`config.mk`:
```
export PLATFORM = sky130hd
export DESIGN_NAME = monitor_config_control
export DESIGN_NICKNAME = d
export VERILOG_FILES = /design/src/rtl/monitor_cfg_pkg.sv /design/src/rtl/monitor_config_control.sv
export VERILOG_INCLUDE_DIRS = /design/src /design/src/rtl
export SDC_FILE = /design/constraint.sdc
export NUM_CORES = 2
export LEC_CHECK = 0
export ABC_CLOCK_PERIOD_IN_PS = 2900
export BUFFER_PORTS_ARGS = -buffer_cell sky130_fd_sc_hd__buf_4
export CAP_MARGIN = 10
export CORE_MARGIN = 2
export CORE_UTILIZATION = 45
export CTS_CLUSTER_SIZE = 20
export DETAILED_ROUTE_END_ITERATION = 6
export PLACE_DENSITY = 0.66
export SLEW_MARGIN = 15
export SYNTH_ARGS = -nofsm -noshare
export SYNTH_HDL_FRONTEND = slang
export SYNTH_SLANG_ARGS = --single-unit
export TNS_END_PERCENT = 50
```
`constraint.sdc`:
```
create_clock -name clk -period 2.9 [get_ports clk]
set_input_delay 0.29 -clock clk [delete_from_list [all_inputs] [get_ports clk]]
set_output_delay 0.29 -clock clk [all_outputs]
set_load 0.01 [all_outputs]
```
`src/rtl/monitor_cfg_defs.svh`:
```
// Purpose: offsets, field positions, reset values of the monitor configuration
// Assumes: included by bare name from the design files
// Notes:   definitions only
`ifndef MONITOR_CFG_DEFS_SVH
`define MONITOR_CFG_DEFS_SVH

// ==========================================================================
// register offsets
`define OFS_PRIMARY_CFG    8'h00
`define OFS_SECONDARY_CFG  8'h01
`define OFS_TERTIARY_CFG   8'h07
`define OFS_GPIO_CFG_FIRST 8'h08
`define OFS_GPIO_CFG_LAST  8'h0B
`define OFS_LIMIT_FIRST    8'h0D
`define OFS_LIMIT_LAST     8'h12
`define OFS_MASK_FIRST     8'h18
`define OFS_STATUS4        8'h23
`define OFS_STATUS6        8'h25
`define OFS_VALUE_FIRST    8'h1F
`define OFS_VALUE_LAST     8'h3F
`define OFS_LIMIT2_FIRST   8'h40
`define OFS_LIMIT2_LAST    8'h6D
`define OFS_EXT_OFS_FIRST  8'h6E
`define OFS_EXT_OFS_LAST   8'h6F

// ==========================================================================
// primary configuration fields
`define PCFG_RUN        0
`define PCFG_INT_EN     1
`define PCFG_INT_CLR    2
`define PCFG_AUX_SEL    3
`define PCFG_OT_EN      4
`define PCFG_AFC_DAC    5
`define PCFG_AFC_PWM    6
`define PCFG_SOFT_RST   7

// ==========================================================================
// tertiary configuration fields
`define TCFG_PIN_GPIO   0
`define TCFG_CI_CLR     1
`define TCFG_VREF_HI    2
`define TCFG_DIR        6
`define TCFG_POL        7
`define TCFG_USED_MASK  8'hC7

// ==========================================================================
// reset values
`define RST_ZERO        8'h00
`define RST_FAN_DIV     8'h55
`define RST_FAN_DRV     8'hFF
`define RST_OVERTEMP_SIGNAL_INT   8'h37
`define RST_OVERTEMP_SIGNAL_EXT   8'h50
`define RST_TMIN_INT    8'h28
`define RST_TMIN_EXT    8'h40

`endif

```
`src/rtl/monitor_cfg_pkg.sv`:
```
// Purpose: types shared by the monitor configuration design
// Assumes: nothing
// Notes:   constants live in monitor_cfg_defs.svh
package monitor_cfg_pkg;
    // ======================================================================
    // loop control states, gray coded except the RUN to IDLE step
    typedef enum logic [1:0] {
        LOOP_IDLE  = 2'b00,
        LOOP_START = 2'b01,
        LOOP_RUN   = 2'b11
    } loop_state_t;
endpackage

```
`src/rtl/monitor_config_control.sv`:
```
// Purpose: register file and control outputs of a hardware monitor
// Assumes: single 125 MHz clock, synchronous active high reset
// Notes:   256-byte map; unimplemented offsets read zero, writes ignored
`timescale 1ns/1ps
`default_nettype none
`include "monitor_cfg_defs.svh"

module monitor_config_control
    import monitor_cfg_pkg::*;
(
    // clock and reset
    input  wire logic       clk,
    input  wire logic       sys_rst,
    // register port
    input  wire logic [7:0] reg_addr,
    input  wire logic [7:0] reg_wdata,
    input  wire logic       reg_wr,
    input  wire logic       reg_rd,
    output logic      [7:0] reg_rdata,
    // events from the monitor core
    input  wire logic       alert_event,
    input  wire logic       intrusion_pin,
    input  wire logic [7:0] value_in,
    input  wire logic [7:0] value_addr,
    input  wire logic       value_we,
    // control outputs
    output logic            alert_n,
    output logic            adc_enable,
    output logic            meas_start,
    output logic            fan_meas_run,
    output logic            aux_input_sel,
    output logic            overtemp_enable,
    output logic            afc_dac_enable,
    output logic            afc_pwm_enable,
    output logic            overtemp_pin_is_gpio,
    output logic            chassis_intrusion,
    output logic            vref_high,
    output logic            spare_io_seventeenth_oe,
    output logic            spare_io_seventeenth_pol
);

    // ======================================================================
    // storage
    logic [7:0]  regs_ff [0:255];
    logic        soft_rst_ff;
    logic        alert_ff;
    logic        ci_latch_ff;
    logic        ci_meta_ff;
    logic        ci_sync_ff;
    loop_state_t loop_ff;
    loop_state_t nxt_loop;
    logic        wr_pcfg;
    logic        wr_tcfg;
    integer      i;

    // limit offsets; a software reset leaves these and offset 0 alone
    function automatic logic is_limit(input logic [7:0] a);
        is_limit = (a >= `OFS_LIMIT_FIRST && a <= `OFS_LIMIT_LAST) ||
                   (a >= `OFS_LIMIT2_FIRST && a <= `OFS_LIMIT2_LAST);
    endfunction

    // offsets that exist in the map
    function automatic logic is_mapped(input logic [7:0] a);
        is_mapped = (a <= `OFS_EXT_OFS_LAST);
    endfunction

    // power-on default of each offset
    function automatic logic [7:0] default_of(input logic [7:0] a);
        case (a)
            8'h02, 8'h03: default_of = `RST_FAN_DIV;
            8'h04, 8'h05: default_of = `RST_FAN_DRV;
            8'h0D:        default_of = `RST_OVERTEMP_SIGNAL_INT;
            8'h0E, 8'h0F: default_of = `RST_OVERTEMP_SIGNAL_EXT;
            8'h10:        default_of = `RST_TMIN_INT;
            8'h11, 8'h12: default_of = `RST_TMIN_EXT;
            default:      default_of = `RST_ZERO;
        endcase
    endfunction

    assign wr_pcfg = reg_wr && (reg_addr == `OFS_PRIMARY_CFG);
    assign wr_tcfg = reg_wr && (reg_addr == `OFS_TERTIARY_CFG);

    // ======================================================================
    // register array: power-on, soft reset, host and core writes
    always_ff @(posedge clk) begin
        if (sys_rst) begin
            for (i = 0; i < 256; i = i + 1) begin
                regs_ff[i] <= default_of(8'(i));
            end
        end else begin
            if (soft_rst_ff) begin
                for (i = 0; i < 256; i = i + 1) begin
                    if (!is_limit(8'(i)) && i != 0) begin
                        regs_ff[i] <= default_of(8'(i));
                    end
                end
            end
            if (value_we && is_mapped(value_addr) && !is_limit(value_addr)) begin
                regs_ff[value_addr] <= value_in;
            end
            // host writes are honoured in every mode
            if (reg_wr && is_mapped(reg_addr)) begin
                if (reg_addr == `OFS_TERTIARY_CFG) begin
                    regs_ff[reg_addr] <= reg_wdata & `TCFG_USED_MASK;
                end else begin
                    regs_ff[reg_addr] <= reg_wdata;
                end
            end else if (soft_rst_ff) begin
                regs_ff[0] <= regs_ff[0];
            end
        end
    end

    // ======================================================================
    // soft reset pulse, once after the setting write
    always_ff @(posedge clk) begin
        if (sys_rst) begin
            soft_rst_ff <= 1'b0;
        end else begin
            soft_rst_ff <= wr_pcfg && reg_wdata[`PCFG_SOFT_RST];
        end
    end

    // ======================================================================
    // read port, data one cycle after the strobe
    always_ff @(posedge clk) begin
        if (sys_rst) begin
            reg_rdata <= 8'h00;
        end else if (reg_rd && is_mapped(reg_addr)) begin
            reg_rdata <= regs_ff[reg_addr];
        end else begin
            reg_rdata <= 8'h00;
        end
    end

    // ======================================================================
    // monitoring loop control
    always_comb begin
        nxt_loop = loop_ff;
        case (loop_ff)
            LOOP_IDLE:  if (regs_ff[0][`PCFG_RUN]) nxt_loop = LOOP_START;
            LOOP_START: nxt_loop = regs_ff[0][`PCFG_RUN] ? LOOP_RUN : LOOP_IDLE;
            LOOP_RUN:   if (!regs_ff[0][`PCFG_RUN]) nxt_loop = LOOP_IDLE;
            default:    nxt_loop = LOOP_IDLE;
        endcase
    end

    always_ff @(posedge clk) begin
        if (sys_rst) begin
            loop_ff <= LOOP_IDLE;
        end else begin
            loop_ff <= nxt_loop;
        end
    end

    // common start, then analog and fan paths free-run
    assign meas_start   = (loop_ff == LOOP_START);
    assign adc_enable   = (loop_ff != LOOP_IDLE);
    assign fan_meas_run = (loop_ff != LOOP_IDLE);

    // ======================================================================
    // alert latch, cleared by the clear bit; set wins only when not clearing
    always_ff @(posedge clk) begin
        if (sys_rst) begin
            alert_ff <= 1'b0;
        end else if (regs_ff[0][`PCFG_INT_CLR]) begin
            alert_ff <= 1'b0;
        end else if (alert_event) begin
            alert_ff <= 1'b1;
        end
    end

    assign alert_n = !(alert_ff && regs_ff[0][`PCFG_INT_EN]
                       && !regs_ff[0][`PCFG_INT_CLR]);

    // ======================================================================
    // chassis intrusion input sync and latch
    always_ff @(posedge clk) begin
        if (sys_rst) begin
            ci_meta_ff <= 1'b0;
            ci_sync_ff <= 1'b0;
        end else begin
            ci_meta_ff <= intrusion_pin;
            ci_sync_ff <= ci_meta_ff;
        end
    end

    always_ff @(posedge clk) begin
        if (sys_rst) begin
            ci_latch_ff <= 1'b0;
        end else if (regs_ff[`OFS_TERTIARY_CFG][`TCFG_CI_CLR]) begin
            ci_latch_ff <= 1'b0;
        end else if (ci_sync_ff) begin
            ci_latch_ff <= 1'b1;
        end
    end

    // ======================================================================
    // decoded configuration outputs
    assign aux_input_sel   = regs_ff[0][`PCFG_AUX_SEL];
    assign overtemp_enable = regs_ff[0][`PCFG_OT_EN];
    assign afc_dac_enable  = regs_ff[0][`PCFG_AFC_DAC];
    assign afc_pwm_enable  = regs_ff[0][`PCFG_AFC_PWM];
    assign overtemp_pin_is_gpio =
        regs_ff[`OFS_TERTIARY_CFG][`TCFG_PIN_GPIO];
    assign vref_high =
        regs_ff[`OFS_TERTIARY_CFG][`TCFG_VREF_HI];
    assign spare_io_seventeenth_oe =
        regs_ff[`OFS_TERTIARY_CFG][`TCFG_DIR];
    assign spare_io_seventeenth_pol =
        regs_ff[`OFS_TERTIARY_CFG][`TCFG_POL];
    assign chassis_intrusion = ci_latch_ff;

    // ======================================================================
    // checks
    chk_soft_once: assert property (@(posedge clk) disable iff (sys_rst)
        soft_rst_ff |=> !soft_rst_ff || $past(wr_pcfg))
        else $error("soft reset pulse repeated");
    chk_soft_cause: assert property (@(posedge clk) disable iff (sys_rst)
        (wr_pcfg && reg_wdata[7]) |=> soft_rst_ff)
        else $error("soft reset not applied");
    chk_limit_keep: assert property (@(posedge clk) disable iff (sys_rst)
        (soft_rst_ff && !(reg_wr && reg_addr == 8'h0D) && !value_we)
        |=> regs_ff[8'h0D] == $past(regs_ff[8'h0D]))
        else $error("limit changed by soft reset");
    chk_cfg2_reset: assert property (@(posedge clk) disable iff (sys_rst)
        (soft_rst_ff && !reg_wr && !value_we) |=> regs_ff[1] == 8'h00)
        else $error("config two not reset");
    chk_adc_off: assert property (@(posedge clk) disable iff (sys_rst)
        !regs_ff[0][0] |=> !adc_enable)
        else $error("converter on while stopped");
    chk_run_start: assert property (@(posedge clk) disable iff (sys_rst)
        ($rose(regs_ff[0][0]) ##1 regs_ff[0][0]) |-> meas_start ##1 adc_enable)
        else $error("loop did not start");
    chk_alert_gate: assert property (@(posedge clk) disable iff (sys_rst)
        !regs_ff[0][1] |-> alert_n)
        else $error("alert driven while disabled");
    chk_alert_clr: assert property (@(posedge clk) disable iff (sys_rst)
        regs_ff[0][2] |=> !alert_ff)
        else $error("alert not cleared");
    chk_ci_clear: assert property (@(posedge clk) disable iff (sys_rst)
        regs_ff[7][1] |=> !ci_latch_ff)
        else $error("intrusion latch not cleared");
    chk_read_data: assert property (@(posedge clk) disable iff (sys_rst)
        (reg_rd && reg_addr == 8'h00 && !reg_wr) |=>
        reg_rdata == $past(regs_ff[0]))
        else $error("read data wrong");
    chk_rd_idle: assert property (@(posedge clk) disable iff (sys_rst)
        !reg_rd |=> reg_rdata == 8'h00)
        else $error("read data outside read cycle");

    // ======================================================================
    // power-on defaults, checked on the edge after reset
    chk_por_defaults: assert property (@(posedge clk)
        sys_rst |=> (!spare_io_seventeenth_oe && alert_n && !adc_enable))
        else $error("outputs not at power-on state");
    chk_por_limit: assert property (@(posedge clk)
        sys_rst |=> regs_ff[8'h0D] == `RST_OVERTEMP_SIGNAL_INT)
        else $error("limit not restored by power-on");

    // ======================================================================
    // software reset reach
    chk_soft_value: assert property (@(posedge clk) disable iff (sys_rst)
        (soft_rst_ff && !reg_wr && !value_we) |=> (regs_ff[8'h1F] == 8'h00
        && regs_ff[8'h6E] == 8'h00 && regs_ff[8'h18] == 8'h00))
        else $error("value, mask or offset not reset");
    chk_soft_pcfg: assert property (@(posedge clk) disable iff (sys_rst)
        (soft_rst_ff && !reg_wr && !value_we)
        |=> regs_ff[0] == $past(regs_ff[0]))
        else $error("soft reset bit did not keep value");

    // ======================================================================
    // primary configuration outputs follow the host write; loop outputs follow the run bit
    chk_aux_follow: assert property (@(posedge clk) disable iff (sys_rst)
        wr_pcfg |=> aux_input_sel == $past(reg_wdata[`PCFG_AUX_SEL]))
        else $error("aux select wrong");
    chk_ot_follow: assert property (@(posedge clk) disable iff (sys_rst)
        wr_pcfg |=> overtemp_enable == $past(reg_wdata[`PCFG_OT_EN]))
        else $error("overtemp enable wrong");
    chk_afc_dac: assert property (@(posedge clk) disable iff (sys_rst)
        wr_pcfg |=> afc_dac_enable == $past(reg_wdata[`PCFG_AFC_DAC]))
        else $error("dac fan control enable wrong");
    chk_afc_pwm: assert property (@(posedge clk) disable iff (sys_rst)
        wr_pcfg |=> afc_pwm_enable == $past(reg_wdata[`PCFG_AFC_PWM]))
        else $error("pwm fan control enable wrong");
    chk_idle_quiet: assert property (@(posedge clk) disable iff (sys_rst)
        !regs_ff[0][`PCFG_RUN] |=> (!fan_meas_run && !meas_start))
        else $error("loop running while stopped");
    chk_start_once: assert property (@(posedge clk) disable iff (sys_rst)
        meas_start |=> !meas_start)
        else $error("start pulse longer than one cycle");
    chk_start_both: assert property (@(posedge clk) disable iff (sys_rst)
        meas_start |-> (adc_enable && fan_meas_run))
        else $error("paths did not start together");

    // ======================================================================
    // tertiary configuration outputs follow the host write
    chk_gpio_role: assert property (@(posedge clk) disable iff (sys_rst)
        wr_tcfg |=> overtemp_pin_is_gpio == $past(reg_wdata[`TCFG_PIN_GPIO]))
        else $error("shared pin role wrong");
    chk_vref_sel: assert property (@(posedge clk) disable iff (sys_rst)
        wr_tcfg |=> vref_high == $past(reg_wdata[`TCFG_VREF_HI]))
        else $error("reference select wrong");
    chk_dir_follow: assert property (@(posedge clk) disable iff (sys_rst)
        wr_tcfg |=> spare_io_seventeenth_oe == $past(reg_wdata[`TCFG_DIR]))
        else $error("spare pin direction wrong");
    chk_pol_follow: assert property (@(posedge clk) disable iff (sys_rst)
        wr_tcfg |=> spare_io_seventeenth_pol == $past(reg_wdata[`TCFG_POL]))
        else $error("spare pin polarity wrong");
    chk_unused_zero: assert property (@(posedge clk) disable iff (sys_rst)
        wr_tcfg |=> regs_ff[`OFS_TERTIARY_CFG][5:3] == 3'b000)
        else $error("unused tertiary bits stored");

    // ======================================================================
    // latches: setting paths and what the alert clear leaves alone
    chk_alert_sets: assert property (@(posedge clk) disable iff (sys_rst)
        (alert_event && !regs_ff[0][`PCFG_INT_CLR]) |=> alert_ff)
        else $error("alert event lost");
    chk_clr_keeps_ci: assert property (@(posedge clk) disable iff (sys_rst)
        (regs_ff[0][`PCFG_INT_CLR] && ci_latch_ff
        && !regs_ff[`OFS_TERTIARY_CFG][`TCFG_CI_CLR]) |=> ci_latch_ff)
        else $error("alert clear touched intrusion latch");
    chk_ci_sets: assert property (@(posedge clk) disable iff (sys_rst)
        (ci_sync_ff && !regs_ff[`OFS_TERTIARY_CFG][`TCFG_CI_CLR])
        |=> ci_latch_ff)
        else $error("intrusion event lost");

endmodule
`default_nettype wire

```
Yosys cells after proc, flatten, opt, wreduce, memory -nomap -nowiden
Memory sizes are Yosys's and may differ from the RTL's. A register that Yosys moved wholly into a read port is not among the register bits.
Index checks and enable logic that the tools add are counted.
{"block": "totals", "regBits": 7, "ram_bits": 2048, "input_bits": 39, "output_inout_bits": 21, "word_cells": 926, "mem_count": 1}
{"block": "op_classes", "order_cmp": 6, "eq_ne": 113, "n_mux": 247, "bitwise_logic": 530, "reduce_logical": 23}
{"memory": "regs_ff", "words": 256, "width": 8, "rd": 3, "rd_clocked_by_memory_dff": 1, "write_ports": 256, "line_no": "monitor_config_control.sv:44", "source": "logic [7:0] regs_ff [0:255];"}
{"operator": "8-bit 2-to-1 mux", "n": 222}
{"operator": "8-bit == test (first input constant)", "n": 106}
{"operator": "1-bit AND", "n": 216}
{"operator": "1-bit OR", "n": 205}
{"operator": "1-bit NOT", "n": 109}
{"operator": "8-bit by 7-bit less-or-equal comparator with 1-bit output (second input constant)", "n": 3}
{"operator": "1-bit 2-to-1 mux", "n": 21}
{"operator": "8-bit OR reduction", "n": 2}
{"operator": "1-bit logical AND", "n": 10}
{"operator": "8-bit by 3-bit == test with 1-bit output (second input constant)", "n": 1}
{"operator": "8-bit == test", "n": 1}
{"operator": "8-bit == test (second input constant)", "n": 1}
{"operator": "8-bit by 4-bit greater-or-equal comparator with 1-bit output (second input constant)", "n": 1}
{"operator": "8-bit by 7-bit greater-or-equal comparator with 1-bit output (second input constant)", "n": 1}
{"operator": "8-bit by 5-bit less-or-equal comparator with 1-bit output (second input constant)", "n": 1}
{"operator": "8-bit zero test", "n": 1}
{"operator": "2-bit 2-to-1 mux", "n": 3}
{"operator": "2-bit one-hot mux with 3 select lines", "n": 1}
{"operator": "2-bit OR reduction", "n": 3}
{"operator": "2-bit != test (second input constant)", "n": 2}
{"operator": "1-bit zero test", "n": 3}
{"operator": "2-bit by 1-bit == test with 1-bit output (second input constant)", "n": 1}
{"operator": "2-bit == test (second input constant)", "n": 1}
{"operator": "2-bit zero test", "n": 1}
{"operator": "other kinds (3)", "n": 3}

Depth between registers and ports, before layout
{"block": "logic_depth", "ltp_word": 13, "mapped_depth": 10, "mapped_depth_nobuf": 6}

Least setup slack after synthesis
Ideal clock, no wire load.
{"block": "synth_timing", "path_type": "in2reg", "start": "input port reg_addr[6]", "end": "memory regs_ff[0][0], enable pin", "setup_time_ns": 0.384, "arrival_ns": 2.246, "path_slack_ns": 0.270, "stages": 8, "path_cell_list": "buf_2 a31oi_1 a2111oi_2 nor3_1 nand2_1 buf_2 buf_2 o21ai_0"}
{"element": "start, declared", "line_no": "monitor_config_control.sv:15", "source": "input wire logic [7:0] reg_addr,"}
{"element": "end, declared", "line_no": "monitor_config_control.sv:44"}

==> flow_summary.yaml <==
floorplan:
  fp.dieW_um: 341.9
  core-area_um2: 112800
  io_pins: 60
  core.rowCount: 123
  dieArea_um2: 116900
  start_util: 0.4554
  die_h_um: 341.9
power_and_ir_drop:
  power_density_nw_per_um2: 584.2
  p_leak_nw: 21.07
  peakVddDrop_v: 0.0005487
setup_path:
  setup.worst_path.end: "regs_ff[6][4]$_DFFE_PP_"
  startpoint: "reg_addr[6]"
  r2r_end: "regs_ff[26][1]$_DFFE_PP_"
  startpoint_type: "input port"
  rr_startpoint: "soft_rst_ff$_SDFF_PP0_"
  cp.required_ns: 3.40
  worstSetupEndpointType: "register"
  critical_path_class: "in -> reg"
  cp.arrival_ns: 3.17
  worst_r2r_path_depth: 8
  worstPathMaxFanout: 35
  r2r_setup_slack_ns: 0.28
routing:
  met3_length_um: 23730
  drtPass1Iterations: 7
  maxUsedRoutingLayer: "met5"
  route.detailed.drc: 0
  routed_wl_um: 175300
  antenna_left: 0
  met2WireLength_um: 74720
  routed-via-count: 37855
  drt_iter0_markers: 5809
  met1_length_um: 67560
  routed_via_density: 6.293
  wl_per_cell_um: 29.15
sta:
  tightest_slew_ns: 1.043
  period_needed_ns: 2.667
  fmax_mhz: 375.0
  fin_crit_sh: 0.9195
  relSlewSlack: 0.3048
  setup_viol: 0
  rsz0062_at_grt: "no"
  drv_slew: 0
  fin_skew_ns: 0.01875
  hold_viol: 0
yosys:
  synth_area_leaders: "edfxtp_1, mux2i_1, o31ai_1"
  ys_top_cells_by_count: "edfxtp_1, nand2_1, o31ai_1"
  synthDistinctLibCells: 49
  ys_seq_elements: 1039
  netlist_instances: 4280
  async_reset_ff_frac: 0
  syn_avg_cell_area_um2: 12.00
  yosys.cell_count.top_type: "edfxtp_1"
  yosys.area.top_type: "edfxtp_1"
  yosys_warnings: 0
  yosysSeqAreaShare: 0.6045
  synth_area_um2: 51370
  synthFlopType: "edfxtp_1"
  synth_top_area_share: 0.5986
  synth-edff-count: 1024
place:
  place_hpwl_um: 119000
  io_buffer_count: 59
  gp_congestion: 1.015
  placed_cell_area_um2: 55310
flow_run:
  maxCapViolations: 0
layout:
  final_layout_size_suffix_gt1_frac: 0.1472
  area_growth_pct: 14.53
  postLayoutCoreUtil: 0.5215
  stdcell_area_um2: 58830
  final_nets: 4458
status:
  outcome: "finished, final reports clean"
clock_tree:
  clk_pin_slew_worst_paths_ns: 0.06
  post_cts_buffers: 0
  cts.sinks: 1039
  clockBufferDepth: 3
  root_buffer: "clkbuf_16"
  clock_latency_ns: 0.71
  cts_buffers: 111
  cts_tree: "done"
  htree_levels: 3
global_routing:
  antenna_found_initial: 3
  grt_pass1_vias: 35686
  track_usage: 0.2966
  grt_pass1_wl_um: 251100
  grt_max_degree: 71
  globalRouteOverflowTotal: 0
worst_hold_path:
  hp-class: "in -> reg"
[routing by layer]
layer / vias to the layer above / track usage
met4: 2 / 0.1346
met1: 18390 / 0.4116
met3: 455 / 0.08799
met2: 2640 / 0.4298
li1: 16368 / -
met5: - / 0
[logic make-up after synthesis]
group / after synthesis / synth area share
multiplexers: 457 / 0.1124
AO/OA/AOI/OAI: 759 / 0.1032
other: 1 / 0.00007300
AND/OR/NAND/NOR: 1558 / 0.1422
buffers and inverters: 466 / 0.03761
flip-flops: 1039 / 0.6045
[layout make-up]
| type | count | area, um^2 |
|---|---|---|
| Antenna cell | 4 | 10.01 |
| Clock buffer | 138 | 2960 |
| Clock inverter | 67 | 509.2 |
| Fill cell | 9488 | 53980 |
| Inverter | 20 | 75.07 |
| Multi-Input combinational cell | 2902 | 19010 |
| Sequential cell | 1039 | 31050 |
| Tap cell | 1500 | 1877 |
| Timing Repair Buffer | 345 | 3339 |
[worst min path at each step]
stage | cells after the start | startpoint | slack, ns | end
2_1_floorplan | 1 | ci_meta_ff$_SDFF_PP0_ | 0.41 | ci_sync_ff$_SDFF_PP0_
5_1_grt | 3 | reg_wdata[4] | 0.09 | regs_ff[3][4]$_DFFE_PP_
4_1_cts | 3 | reg_wdata[4] | 0.08 | regs_ff[3][4]$_DFFE_PP_
3_5_place_dp | 1 | ci_meta_ff$_SDFF_PP0_ | 0.44 | ci_sync_ff$_SDFF_PP0_
3_3_place_gp | 1 | ci_meta_ff$_SDFF_PP0_ | 0.45 | ci_sync_ff$_SDFF_PP0_
6_report | 3 | reg_wdata[4] | 0.10 | regs_ff[3][4]$_DFFE_PP_
[metrics by stage]
stage               total power [mW]  instances  setup slack (ns)  TNS, ns  hold slack, ns
global placement               20.78       5802           -0.1723   -9.710          0.4513
floorplan                      19.39       4407            0.2696        0          0.4138
detailed placement             20.83       5802           -0.2460   -10.64          0.4396
CTS                            34.32       6011           0.04989        0         0.07804
global route                   35.16       6011            0.1821        0         0.09474
finish                         34.37       6015            0.2333        0          0.1032
[sequential cells by signal, indices dropped and copies added, names as in the netlist]
register           count
reg_rdata              8
regs_ff             1024
chassis_intrusion      1
ci_meta_ff             1
alert_ff               1
loop_ff                2
ci_sync_ff             1
soft_rst_ff            1
[critical path, stage by stage]
cell           delay (ns)
dlygate4sd3_1        0.53
buf_4                0.21
a311o_1              0.40
a21oi_1              0.50
buf_4                0.29
and2_4               0.63
nand2_1              0.16
o31ai_1              0.12
[cells in the final DEF, fill, tap and decap left out, drive strengths merged, types with 6 or more instances in the layout]
cell      synthesis  layout
a211o            20      20
a21oi           101     101
a22o              6       6
a22oi           154     154
a31oi            21      21
a41oi             8       8
and2             11      11
and3            259     259
buf             153     340
bufinv            0       6
clkbuf          293     139
clkinv            0      52
clkinvlp          0       6
conb              1     128
dfxtp            15      15
edfxtp         1024    1024
inv              20      23
mux2i           361     361
mux4             96      96
nand2           676     676
nand2b           72      72
nand3           107     107
nand4            27      27
nor2            275     275
nor2b            12      12
nor3             35      35
nor4              8       8
o211ai            6       6
o21ai            69      69
o31ai           364     364
or2               8       8
or3              58      58
[where the power goes]
part           switching, mW  internal (mW)  total [mW]
combinational           2.07          0.982        3.05
sequential             0.294           17.3        17.6
clock                   5.99           7.74        13.7
[repair_timing]
item,in CTS,in global routing
setup endpoints to repair,0,69
hold buffers,4,0
resized for setup,0,2
hold endpoints to repair,3,0
Power figures use the tool's default switching activity.
